**src/verilog/analog_pin_pkg.sv**
```systemverilog
package analog_pin_pkg;

    // Register byte addresses; one aligned word per register.
    localparam logic [11:0] ADDR_RELEASE_CH0_7   = 12'h000;
    localparam logic [11:0] ADDR_RELEASE_CH8_15  = 12'h004;
    localparam logic [11:0] ADDR_RELEASE_CH16_23 = 12'h008;

    // Register width and reset value.
    localparam int          REG_WIDTH   = 8;
    localparam logic [7:0]  RELEASE_RST = 8'h00;

    // Channel count and the first channel of each register.
    localparam int NUM_CHANNELS  = 24;
    localparam int NUM_REGS      = 3;
    localparam int BASE_CH0_7    = 0;
    localparam int BASE_CH8_15   = 8;
    localparam int BASE_CH16_23  = 16;

    // AHB-Lite transfer type encoding (bit 1 set means active).
    localparam logic [1:0] HTRANS_NONSEQ = 2'h2;

    // Per-pin requests from the port logic, before the release is applied.
    typedef struct packed {
        logic [23:0] out_data;
        logic [23:0] out_drive;
        logic [23:0] pullup_req;
    } port_request_type;

    // Per-pin controls toward the pad, after the release is applied.
    typedef struct packed {
        logic [23:0] out_data;
        logic [23:0] out_oe_n;
        logic [23:0] pullup_en;
        logic [23:0] in_buf_en;
    } pad_control_type;

endpackage

```
**src/verilog/adc_analog_pin_control.sv**
```systemverilog
// The implementer's own choices: the AHB-Lite slave port and the placing of the registers.
`timescale 1ns/1ps
// Contract
// - Each release bit decides whether its pin stays with the port or goes to the analog input.
// - Bit n of the first register governs the pin of channel n, for channels 0 to 7.
// - Bit n of the second register governs the pin of channel n plus 8.
// - Bit n of the third register governs the pin of channel n plus 16.
// - A bit at 0 keeps port control of its pin and a bit at 1 removes it.
// - A released pin has its output buffer forced to high impedance.
// - A released pin has its input buffer off and port reads of it give zero.
// - A released pin has its pullup off even when the port asks for it.
module adc_analog_pin_control
(
    input  wire logic                             hclk,
    input  wire logic                             hresetn,
    input  wire logic                             hsel,
    input  wire logic [11:0]                      haddr,
    input  wire logic [1:0]                       htrans,
    input  wire logic                             hwrite,
    input  wire logic [2:0]                       hsize,
    input  wire logic [31:0]                      hwdata,
    input  wire logic                             hready,
    output logic      [31:0]                      hrdata,
    output logic                                  hreadyout,
    output logic                                  hresp,
    input  wire analog_pin_pkg::port_request_type port_req,
    input  wire logic [23:0]                      pad_in,
    output analog_pin_pkg::pad_control_type       pad_ctrl,
    output logic      [23:0]                      port_read_data,
    output logic      [23:0]                      analog_select
);

    // Which register an address selects; used by the write and read paths.
    // The compare is exact on the whole address, so a stray byte address or
    // an alias never reaches a register. The transfer size is ignored, since
    // software only ever moves whole words here.
    function automatic logic [2:0] reg_hit(input logic [11:0] addr);
        reg_hit = {addr == analog_pin_pkg::ADDR_RELEASE_CH16_23,
                   addr == analog_pin_pkg::ADDR_RELEASE_CH8_15,
                   addr == analog_pin_pkg::ADDR_RELEASE_CH0_7};
    endfunction

    logic        wr_pend_q;
    logic        wr_pend_d;
    logic [2:0]  wr_hit_q;
    logic [2:0]  wr_hit_d;
    logic [7:0]  release_q [3];
    logic [7:0]  release_d [3];
    logic [31:0] hrdata_q;
    logic [31:0] hrdata_d;
    logic [23:0] released;
    logic [23:0] pad_in_meta_q;
    logic [23:0] pad_in_sync_q;
    logic [23:0] pad_in_meta_d;
    logic [23:0] pad_in_sync_d;
    // One bit per pin for each gated control, filled by the per-pin copies.
    logic        pin_oe_n    [24];
    logic        pin_pull_en [24];
    logic        pin_in_en   [24];
    logic        pin_read    [24];
    logic        take;
    logic [2:0]  rd_hit;

    // The slave never stalls, so every data phase ends in one cycle.
    // Read data are taken at the address phase, so a read placed right
    // behind a write to the same register returns the old value; masters
    // that need the new value leave one idle cycle between the two.
    // The response is always OKAY, as nothing here can be refused.
    assign hreadyout = 1'b1;
    assign hresp     = 1'b0;
    assign hrdata    = hrdata_q;
    assign take      = hsel && hready && htrans[1];
    assign rd_hit    = reg_hit(haddr);

    // Address phase capture and register update from the data phase.
    // The write target is decoded in the address phase and kept, because
    // the address has already moved on when the write data arrive.
    // Only the low byte of the data is stored; the upper bits are dropped.
    always_comb
    begin
        wr_pend_d = take && hwrite;
        wr_hit_d  = take && hwrite ? reg_hit(haddr) : 3'h0;
        hrdata_d  = hrdata_q;
        for (int r = 0; r < 3; r++)
        begin
            release_d[r] = release_q[r];
            if (wr_pend_q && wr_hit_q[r])
            begin
                release_d[r] = hwdata[7:0];
            end
        end
        // Read data are latched at the address phase; unmapped reads give zero.
        if (take && !hwrite)
        begin
            hrdata_d = 32'h0000_0000;
            for (int r = 0; r < 3; r++)
            begin
                if (rd_hit[r])
                begin
                    hrdata_d = {24'h00_0000, release_q[r]};
                end
            end
        end
    end

    // Registers clear so every pin starts under port control.
    // A reset in mid-run therefore hands every pin back to the port at once,
    // and any write that was half way through is dropped.
    always_ff @(posedge hclk or negedge hresetn)
    begin
        if (!hresetn)
        begin
            wr_pend_q <= 1'b0;
            wr_hit_q  <= 3'h0;
            hrdata_q  <= 32'h0000_0000;
            for (int r = 0; r < 3; r++)
            begin
                release_q[r] <= analog_pin_pkg::RELEASE_RST;
            end
        end
        else
        begin
            wr_pend_q <= wr_pend_d;
            wr_hit_q  <= wr_hit_d;
            hrdata_q  <= hrdata_d;
            for (int r = 0; r < 3; r++)
            begin
                release_q[r] <= release_d[r];
            end
        end
    end

    // Pad inputs come from outside the clock domain, so two flops stand
    // between the pins and any logic that reads them. Nothing but the
    // second stage is read; the first may still be settling.
    always_comb
    begin
        pad_in_meta_d = pad_in;
        pad_in_sync_d = pad_in_meta_q;
    end

    // The synchroniser costs two cycles of delay on port reads, which is
    // far below anything that software polling a pin can notice.
    // Both stages clear to zero, so port reads show low just after reset.
    always_ff @(posedge hclk or negedge hresetn)
    begin
        if (!hresetn)
        begin
            pad_in_meta_q <= 24'h00_0000;
            pad_in_sync_q <= 24'h00_0000;
        end
        else
        begin
            pad_in_meta_q <= pad_in_meta_d;
            pad_in_sync_q <= pad_in_sync_d;
        end
    end

    // Channel mapping: register r bit n serves channel 8*r + n.
    assign released[7:0]   = release_q[0];
    assign released[15:8]  = release_q[1];
    assign released[23:16] = release_q[2];

    // The converter side sees the release bits as they stand.
    // Bit k of this output belongs to channel k and nothing else.
    assign analog_select = released;

    // Per-pin gating, one copy for each channel.
    // The release is applied without a register, so a pin goes quiet in
    // the cycle in which its bit changes; a registered path would leave a
    // cycle in which the port could still fight the analog source.
    // A bit at 0 lets every port request through unchanged.
    for (genvar ch = 0; ch < 24; ch++)
    begin : g_pin
        // A released pin never drives, whatever the port asks for.
        // The enable is active low, so forcing it high floats the pin.
        assign pin_oe_n[ch] = ~port_req.out_drive[ch]
                            | released[ch];

        // A released pin keeps its pullup off so that it cannot load
        // the analog source, even when the port asks for the pullup.
        assign pin_pull_en[ch] = port_req.pullup_req[ch]
                               & ~released[ch];

        // The input buffer of a released pin is switched off, so a level
        // between the rails cannot make it draw current.
        assign pin_in_en[ch] = ~released[ch];

        // Port reads of a released pin give zero, whatever the pad shows.
        assign pin_read[ch] = pad_in_sync_q[ch]
                            & ~released[ch];
    end

    // Gather the per-pin results into the pad and port outputs.
    // Output data pass straight through; they only matter while the
    // buffer drives, and the enable above already decides that.
    always_comb
    begin
        pad_ctrl.out_data  = port_req.out_data;
        pad_ctrl.out_oe_n  = 24'h00_0000;
        pad_ctrl.pullup_en = 24'h00_0000;
        pad_ctrl.in_buf_en = 24'h00_0000;
        port_read_data     = 24'h00_0000;
        for (int ch = 0; ch < 24; ch++)
        begin
            pad_ctrl.out_oe_n[ch]  = pin_oe_n[ch];
            pad_ctrl.pullup_en[ch] = pin_pull_en[ch];
            pad_ctrl.in_buf_en[ch] = pin_in_en[ch];
            port_read_data[ch]     = pin_read[ch];
        end
    end

endmodule

```
**config.mk**
```make
export PLATFORM = sky130hd
export DESIGN_NAME = adc_analog_pin_control
export DESIGN_NICKNAME = d
export VERILOG_FILES = /design/src/verilog/analog_pin_pkg.sv /design/src/verilog/adc_analog_pin_control.sv
export SDC_FILE = /design/constraint.sdc
export NUM_CORES = 1
export LEC_CHECK = 0
export BUFFER_PORTS_ARGS = -buffer_cell sky130_fd_sc_hd__buf_2
export CAP_MARGIN = 10
export CELL_PAD_IN_SITES_DETAIL_PLACEMENT = 0
export CELL_PAD_IN_SITES_GLOBAL_PLACEMENT = 1
export CORE_AREA = 2 2 128 130
export CTS_CLUSTER_SIZE = 10
export DETAILED_ROUTE_END_ITERATION = 16
export DIE_AREA = 0 0 130 132
export PLACE_DENSITY = 0.71
export SLEW_MARGIN = 20
export SYNTH_ARGS = -nofsm -noshare
export SYNTH_HDL_FRONTEND = slang
export SYNTH_SLANG_ARGS = --single-unit
```
**constraint.sdc**
```tcl
create_clock -name hclk -period 1.6 [get_ports hclk]
set_clock_uncertainty 0.2 [all_clocks]
set_input_delay 0.4 -clock hclk [delete_from_list [all_inputs] [get_ports hclk]]
set_output_delay 0.4 -clock hclk [all_outputs]
set_load 0.005 [all_outputs]
```
== Yosys cells after proc, flatten, opt, wreduce, memory -nomap -nowiden ==
Index checks and enable logic that the tools add are counted.

* Reduce and logical (&&, ||, !) cells: 9
* Bitwise gates (word level): 120
* Equal/unequal tests: 2
* Muxes and demuxes: 4

{| class="wikitable"
|+ Operators with widths
! kind !! count
|-
| 32-bit two-way mux || 2
|-
| 1-bit bitwise AND || 48
|-
| 1-bit inverter || 48
|-
| 1-bit OR || 24
|-
| 12-bit by 3-bit == test with 1-bit output (second input constant) || 1
|-
| 12-bit by 4-bit == test with 1-bit output (second input constant) || 1
|-
| 12-bit logical NOT || 1
|-
| 8-bit two-way mux || 1
|-
| 1-bit logical AND || 7
|-
| 3-bit two-way mux || 1
|-
| 1-bit logical NOT || 1
|}

* Logic and storage cells: 143
* Output and inout bits: 178
* Bits of input ports: 150
* Bits in registers: 108

== Longest topological paths before layout ==
Gate-level depths: netlist (run 1).

* Depth after elaboration: 4
* Mapped depth: 6
* Gate-level depth less buffers: 4

== Least setup slack after synthesis (run 1) ==
Ideal clock, no wire load.

* Path type: input to register
* From: input haddr[9]
* To: register hrdata_q[0], in the netlist hrdata[0]
* Path buffers: 0
* Cell stages on the path: 4
* Data arrival time: 1.570 ns
* Setup time: 0.067 ns
* Data required time: 1.333 ns
* Path slack: -0.237 ns
* Cell sequence: or4_4 > nor4_4 > a22oi_1 > nand2_1

* Longest elaborated chain between the ends: 4
* Elaborated cells on any way between the ends: 6
* Classes of those cells: 2 x eq/ne; 3 x mux; 1 x reduce/logical

{| class="wikitable"
|+ RTL lines
! item !! line !! source
|-
| start: declaration || adc_analog_pin_control.sv:17 || <nowiki>input wire logic [11:0] haddr,</nowiki>
|-
| 12-bit logical NOT || adc_analog_pin_control.sv:40 || <nowiki>addr == analog_pin_pkg::ADDR_RELEASE_CH0_7};</nowiki>
|-
| 8-bit two-way mux || adc_analog_pin_control.sv:98 || <nowiki>if (rd_hit[r])</nowiki>
|-
| 32-bit two-way mux || adc_analog_pin_control.sv:98 ||
|-
| 32-bit two-way mux * || adc_analog_pin_control.sv:98 ||
|-
| end signal: assignment || adc_analog_pin_control.sv:125 || <nowiki>hrdata_q <= hrdata_d;</nowiki>
|-
| end: declaration || adc_analog_pin_control.sv:49 || <nowiki>logic [31:0] hrdata_q;</nowiki>
|}

Mark *: on every way between the ends. The rest lies on a longest branch, timed or not.
A chain may end at the register's enable or synchronous reset.

== Worst setup path in the final report (run 1) ==
* From: register release_q (netlist bit analog_select[17])
* To: output port_read_data[17]

* Longest elaborated chain between the ends: 2

{| class="wikitable"
|+ RTL lines
! item !! line !! source
|-
| start: declaration || adc_analog_pin_control.sv:47 || <nowiki>logic [7:0] release_q [3];</nowiki>
|-
| start signal: indexed assignment || adc_analog_pin_control.sv:118 || <nowiki>release_q[r] <= analog_pin_pkg::RELEASE_RST;</nowiki>
|-
| start signal: indexed assignment || adc_analog_pin_control.sv:128 || <nowiki>release_q[r] <= release_d[r];</nowiki>
|-
| 1-bit inverter || adc_analog_pin_control.sv:191 || <nowiki>& ~released[ch];</nowiki>
|-
| 1-bit bitwise AND || adc_analog_pin_control.sv:191 ||
|-
| end: declaration || adc_analog_pin_control.sv:29 || <nowiki>output logic [23:0] port_read_data,</nowiki>
|}

No other way between the ends.

==> metrics.log, run 1 <==
INFO  metric num_io_pins = 328
INFO  metric path_cells = nor2b_1, buf_2
INFO  metric rows = between 40 and 50
INFO  metric power_density = 914 nW/um^2
INFO  metric netSwitchingFraction = around 22%
INFO  metric die_area = 17200 sq um
INFO  metric fin_crit_sh = 104%
INFO  metric setup-violations-final = between 40 and 50
INFO  metric globalRouteOverflowTotal = 0
INFO  metric combinationalPowerShare = roughly 12%
INFO  metric violated_checks = negative setup slack
INFO  metric wl_per_cell = around 13 um
INFO  metric p_leak = 3.03 nW
INFO  metric achievable-frequency = 602 MHz
INFO  metric final_max_slew_viol_count = 0
INFO  metric instances_no_fill = a little over 800
INFO  metric cp.required = 1000 ps
INFO  metric cts_sinks = 84
INFO  metric timing.critical_path.slowest_stage_cell = dfrtp_2
INFO  metric cp.arrival = approximately 1100 ps
INFO  metric place.detailed.instances = approximately 740
INFO  metric diodes = 0
INFO  metric port_buffer_count = 225
INFO  metric final_layout_size_suffix_gt1_share = between 60 and 70%
INFO  metric tritoncts.num_buffers = 9
INFO  metric peakVddDrop = ~0.54 mV
INFO  metric number_of_antenna_violating_nets_in_the_routed_design = 0
INFO  metric synth_top_family_by_area = simple AND/OR/NAND/NOR gates
INFO  metric vias = 3097
INFO  metric placeableCoreArea = between 15000 and 20000 sq um
INFO  metric yosys.area_share.adder = 0%
INFO  metric synth_xor_xnor_area_share = 0%
INFO  metric max-cap-violations = 0
INFO  metric setup_repair_after_global_routing_missed_its_margin = true
INFO  metric syn-mean-instance-area = around 11 sq um
INFO  metric drt_wl_total = between 10 and 15 mm
INFO  metric end_kind = output port
INFO  metric die_height = about 130 um
INFO  metric internal_power = roughly 4.1 mW
INFO  metric horizontal_die_dimension = 130 um
INFO  metric clock_path_buffers = 2
INFO  metric synth_sequential_area_ratio = between 50% and 60%
INFO  metric synthesis.instances = between 300 and 400
INFO  metric final_cell_mix = 217 x buf_2, 68 x dfrtp_1, 41 x nor2b_1, 41 x nand2_1, 34 x buf_4
INFO  metric clkLatencyLatePin = about 330 ps
INFO  metric layout.cells.most_common = buf_2
INFO  metric share_of_synthesized_area_spent_on_multiplexers = 7.53%
INFO  metric cts.clk_slew.worst_paths = ~60 ps
INFO  metric grt_start_max_net_pins = 26
INFO  metric clock_tree_root_driver_cell = clkbuf_16
INFO  metric grt_pass1_wl = 16.3 mm
INFO  metric area.growth.synth_to_final = 61.3%
INFO  metric gr-usage-all-layers = between 10% and 20%
INFO  metric clkPwrFrac = roughly 45%
INFO  metric antenna_found_initial = 0
INFO  metric ys_seq_elements = 84
INFO  metric dpl.hpwl = approximately 8 mm
INFO  metric setup_ws = -61.9 ps
INFO  metric synth_area_in_compound_gates = 2.79%
INFO  metric crit_type = register to output port
INFO  metric min-delay-path-class = input pin to register
INFO  metric path_max_fanout = 6
INFO  metric drt-vias-per-instance = 3.83
INFO  metric synth_cell_type_count = 20
INFO  metric vias_in_the_first_global_route = 3233
INFO  metric p_switching = 1.18 mW
INFO  metric fin_crit = ~1700 ps
INFO  metric startpoint_type = register
INFO  metric drcViolationCount = 0
INFO  metric floorplan.initialDensity = between 20 and 25%
INFO  metric fin_tns_setup = -780 ps
INFO  metric fin_nets = 738
INFO  metric gp_congestion = 0.785
INFO  metric drtIter0Drc = 36
INFO  metric cts_tree = done
INFO  metric critical-path-max-stage-delay = 460 ps
INFO  metric yosysWarnings = 0
INFO  metric synth-simple-area-share = roughly 17%
INFO  metric firstDrtPassIters = 4
INFO  metric hold_viol_final = 0
INFO  metric p_seq_share = between 40% and 50%
INFO  metric cts_max_level = 3
INFO  metric mappedNetlistArea = 3590 sq um
INFO  metric run_status = finished, violations left
[stage by stage]
step                      total power [mW]  util (%)  hold slack [ps]  setup slack (ps)  cell area [sq um]
final                                 5.29      36.8              128             -61.9               5790
after CTS                             5.33      35.8              117             -73.1               5620
after floorplan                       2.56         -            -95.6              -236               3680
after global placement                2.84      30.8              127              -406               4840
after global routing                  5.55      36.8              125              -111               5790
after detailed placement              2.85      30.8              128              -427               4840
[routing by layer]
metal | vias up | global-route usage (%) | wire length [um]
li1 | 1475 | - | -
met2 | 148 | 21.7 | 5560
met4 | 0 | 4.24 | 163
met5 | - | 0 | 0
met3 | 18 | 3.08 | 692
met1 | 1456 | 14.3 | 4090
[cell type report]
cell class              count  area, sq um
clock buffers               9          225
clock inverters             6          113
fillers                  1579         9920
inverters                  26         97.6
multi-input cells         177         1180
flip-flops and latches     84         2120
well taps                 216          270
repair buffers            290         1780
[sequential cells by signal, summed over array words and instances (netlist names)]
signal and count:
analog_select 24, pad_in_meta_q 24, pad_in_sync_q 24, hrdata 8, wr_hit_q 3, wr_pend_q 1
[power by group through the flow]
stage | Sequential [mW] | Clock (mW) | Combinational (mW)
finish | 2.29 | 2.35 | 0.652
global route | 2.30 | 2.52 | 0.726
CTS | 2.29 | 2.42 | 0.627
detailed placement | 2.32 | 0 | 0.528
global placement | 2.32 | 0 | 0.520
floorplan | 2.30 | 0 | 0.261
[kinds of logic after synthesis]
| kind of cell | Yosys count |
|---|---|
| compound gates | 16 |
| buf+inv | 78 |
| other cells | 2 |
| flops | 84 |
| mux | 24 |
| simple gates | 111 |
[what timing repair did]
action                                 CTS  global route
endpoints found under the hold margin   43             0
gates resized for setup                 31            44
buffers inserted                        22             5
hold buffers                            25             0
setup endpoints to repair               94            94
pin swaps                                5            10
[worst max-delay path, delay by kind of cell (launching register included)]
kind	cells	cell delay [ps]
flip-flops	1	460
AND/OR/NAND/NOR	1	140
buffers and inverters	1	130
[Yosys cell counts]
cell type  count  area share [%]
a22oi_1        8             1.7
buf_4         50              10
buf_6          1            0.31
clkbuf_1       1            0.10
conb_1         2            0.21
dfrtp_1       84              59
inv_1         26             2.7
mux2_2        24             7.5
nand2_1       51             5.3
nand4_1        1            0.17
nand4b_2       1            0.42
nor2b_1       48             8.4
nor3_1         1            0.14
nor4_1         2            0.35
nor4_4         2             1.2
o21ai_0        8             1.1
or2_1          1            0.17
or3_1          1            0.17
or4_4          2            0.63
or4b_4         1            0.38
[path summary, 6_finish.rpt]
check                                endpoint         startpoint  cells past startpoint  slack, ps
setup / recovery           port_read_data[17]  analog_select[17]                      2        -60
hold / removal              analog_select[22]          hwdata[6]                      2        130
setup reg to reg             analog_select[6]          wr_pend_q                      3        260
hold reg to reg              pad_in_sync_q[0]   pad_in_meta_q[0]                      0        150
max in group asynchronous    analog_select[6]            hresetn                      3        420
min in group asynchronous           wr_pend_q            hresetn                      2        320
(Power assumes the default switching activity.)
==> run 2: changes to the inputs <==
--- a/config.mk
+++ b/config.mk
@@ -7,13 +7,11 @@
 export LEC_CHECK = 0
 export BUFFER_PORTS_ARGS = -buffer_cell sky130_fd_sc_hd__buf_2
 export CAP_MARGIN = 10
-export CELL_PAD_IN_SITES_DETAIL_PLACEMENT = 0
-export CELL_PAD_IN_SITES_GLOBAL_PLACEMENT = 1
-export CORE_AREA = 2 2 128 130
+export CORE_AREA = 2 2 127 129
 export CTS_CLUSTER_SIZE = 10
 export DETAILED_ROUTE_END_ITERATION = 16
-export DIE_AREA = 0 0 130 132
-export PLACE_DENSITY = 0.71
+export DIE_AREA = 0 0 129 131
+export PLACE_DENSITY = 0.52
 export SLEW_MARGIN = 20
 export SYNTH_ARGS = -nofsm -noshare
 export SYNTH_HDL_FRONTEND = slang
==> constraint.sdc (replaced) <==
create_clock -name hclk -period 1.55 [get_ports hclk]
set_clock_uncertainty 0.2 [all_clocks]
set_input_delay 0.3875 -clock hclk [delete_from_list [all_inputs] [get_ports hclk]]
set_output_delay 0.3875 -clock hclk [all_outputs]
set_load 0.005 [all_outputs]
==> metrics.log, run 2 (same netlist as run 1, synthesis figures left out) <==
INFO  metric power_density = 906 nW/um^2 (-0.92%)
INFO  metric peakVddDrop = 0.546 mV (+1.5%)
INFO  metric number_of_antenna_violating_nets_in_the_routed_design = 0 (unchanged)
INFO  metric final_cell_mix = 202 x buf_2, 66 x dfrtp_1, 46 x nand2_1
INFO  metric diodes = 0 (unchanged)
INFO  metric detailedPlace.worstSlack = -431 ps (-3.82 ps)
INFO  metric grt_busiest_layer = met2
INFO  metric globalRouteOverflowTotal = 0 (unchanged)
INFO  metric groute.layer.met2.usage = 24.2% (+2.5 points)
INFO  metric p_switching = 1.19 mW (+1.4%)
INFO  metric fin_nets = 740 (+0.27%)
INFO  metric cts.clk_slew.worst_paths = 60 ps (about the same)
INFO  metric end_kind = output port
INFO  metric drcViolationCount = 0 (unchanged)
INFO  metric area.growth.synth_to_final = 62.4%
INFO  metric cp.required = 960 ps (-40 ps)
INFO  metric layout.cells.most_common = buf_2
INFO  metric clkPwrFrac = 42.3% (-2.2 points)
INFO  metric internal_power = 4.09 mW (-0.66%)
INFO  metric horizontal_die_dimension = 129 um (-0.77%)
INFO  metric wl_per_cell = 14.5 um (+11%)
INFO  metric crit_type = register to output port
INFO  metric rows = 46 (unchanged)
INFO  metric cts_sinks = 84 (unchanged)
INFO  metric final.fill_count = 1561 (-1.1%)
INFO  metric die_height = 131 um (-0.76%)
INFO  metric netSwitchingFraction = 22.6% (+0.35 points)
INFO  metric violated_checks = negative setup slack
INFO  metric tritoncts.num_buffers = 9 (unchanged)
INFO  metric max-cap-violations = 0 (unchanged)
INFO  metric stdcell_area = 5830 sq um (+0.71%)
INFO  metric grt_util_met1 = 15.3% (+0.95 points)
INFO  metric p_seq_share = 44.7% (+1.5 points)
INFO  metric drtIter0Drc = 91 (+150%)
INFO  metric cts_tree = done
INFO  metric utilization = 37.4% (+0.54 points)
INFO  metric vias = 3127 (+0.97%)
INFO  metric drt-vias-per-instance = 3.86 (+0.72%)
INFO  metric setup_ws = -101 ps (-39.3 ps)
INFO  metric fin_crit_sh = 107%
INFO  metric clock_path_buffers = 2 (unchanged)
INFO  metric instances_no_fill = 810 (+0.25%)
INFO  metric placeableCoreArea = 15600 sq um (-0.73%)
INFO  metric hold_viol_final = 0 (unchanged)
INFO  metric setup-violations-final = 85 (+100%)
INFO  metric postPlaceCellArea = 4850 sq um (+0.21%)
INFO  metric final_layout_size_suffix_gt1_share = 62.1% (-1.1 points)
INFO  metric cts_max_level = 3 (unchanged)
INFO  metric grt_start_max_net_pins = 36 (+38%)
INFO  metric firstDrtPassIters = 4 (unchanged)
INFO  metric place.detailed.instances = 744 (+0.40%)
INFO  metric port_buffer_count = 225 (unchanged)
INFO  metric gr-usage-all-layers = 13.5% (+1.2 points)
INFO  metric global_route.usage.met3 = 3.99% (+0.91 points)
INFO  metric cp.arrival = 1060 ps (about the same)
INFO  metric p_leak = 3.04 nW (+0.20%)
INFO  metric min-delay-path-class = input pin to register
INFO  metric run_status = finished, violations left
INFO  metric clkLatencyLatePin = 330 ps (about the same)
INFO  metric setup_repair_after_global_routing_missed_its_margin = true
INFO  metric gp_congestion = 0.785 (about the same)
INFO  metric achievable-frequency = slightly above 600 MHz
INFO  metric num_io_pins = 328 (unchanged)
INFO  metric grt_pass1_wl = 16.8 mm (+3.0%)
INFO  metric drt_wl_total = 11.7 mm (+12%)
INFO  metric combinationalPowerShare = 13.0% (+0.7 points)
INFO  metric vias_in_the_first_global_route = 3079 (-4.8%)
INFO  metric die_area = 16900 sq um (-1.5%)
INFO  metric clock_tree_root_driver_cell = clkbuf_16
INFO  metric startpoint_type = register
INFO  metric fin_tns_setup = -3560 ps (-2780 ps)
INFO  metric fin_crit = 1650 ps
INFO  metric path_max_fanout = 5 (-1)
INFO  metric dpl.hpwl = 8.99 mm (+12%)
INFO  metric floorplan.initialDensity = 23.0% (+0.17 points)
INFO  metric antenna_found_initial = 0 (unchanged)
INFO  metric final_max_slew_viol_count = 0 (unchanged)
run 2: power groups by stage:
stage	Combinational (mW)	Sequential [mW]	Clock (mW)
global route	0.769	2.38	2.40
floorplan	0.269	2.38	0
global placement	0.534	2.40	0
CTS	0.662	2.36	2.30
detailed placement	0.541	2.40	0
finish	0.688	2.36	2.23
run 2: critical path, cell delays in order, from the launching register on:
cell and delay [ps]:
dfrtp_2 460, inv_2 100, nand2_1 50, buf_2 120
run 2: final timing paths:
| path | from | end | slack, ps | cells after the start |
|---|---|---|---|---|
| hold / removal | hwdata[3] | analog_select[11] | 110 | 2 |
| setup reg to reg | analog_select[2] | hrdata[2] | 60 | 8 |
| hold reg to reg | pad_in_meta_q[19] | pad_in_sync_q[19] | 150 | 0 |
| setup / recovery | analog_select[16] | pad_ctrl[64] | -100 | 3 |
| min in group asynchronous | hresetn | pad_in_sync_q[18] | 280 | 2 |
| max in group asynchronous | hresetn | analog_select[22] | 370 | 3 |
run 2: layer usage:
layer / part of all wire (%) / vias up
met5: 0 / -
met4: 1.7 / 0
met3: 7.6 / 17
met2: 52 / 169
met1: 38 / 1462
li1: - / 1479
run 2: layout make-up:
type / count / area (sq um) / area share [%]
Clock buffer: 10 / 229 / 3.93
Timing Repair Buffer: 292 / 1870 / 32.1
Inverter: 26 / 97.6 / 1.67
Sequential cell: 84 / 2120 / 36.4
Multi-Input combinational cell: 177 / 1160 / 19.9
Tap cell: 216 / 270 / 4.64
Clock inverter: 5 / 77.6 / 1.33
run 2: stage by stage:
stage               total power, mW  hold slack [ps]
global placement               2.93             89.6
finish                         5.28              110
floorplan                      2.65             -108
CTS                            5.32              103
global route                   5.55              109
detailed placement             2.94             96.6
run 2: what timing repair did:
| action | 4_1_cts | 5_1_grt |
|---|---|---|
| setup endpoints to repair | 110 | 109 |
| setup buffers | 26 | 0 |
| endpoints found under the hold margin | 40 | 0 |
| pin swaps | 16 | 1 |
| resized for setup | 50 | 31 |
| hold buffers | 25 | 0 |
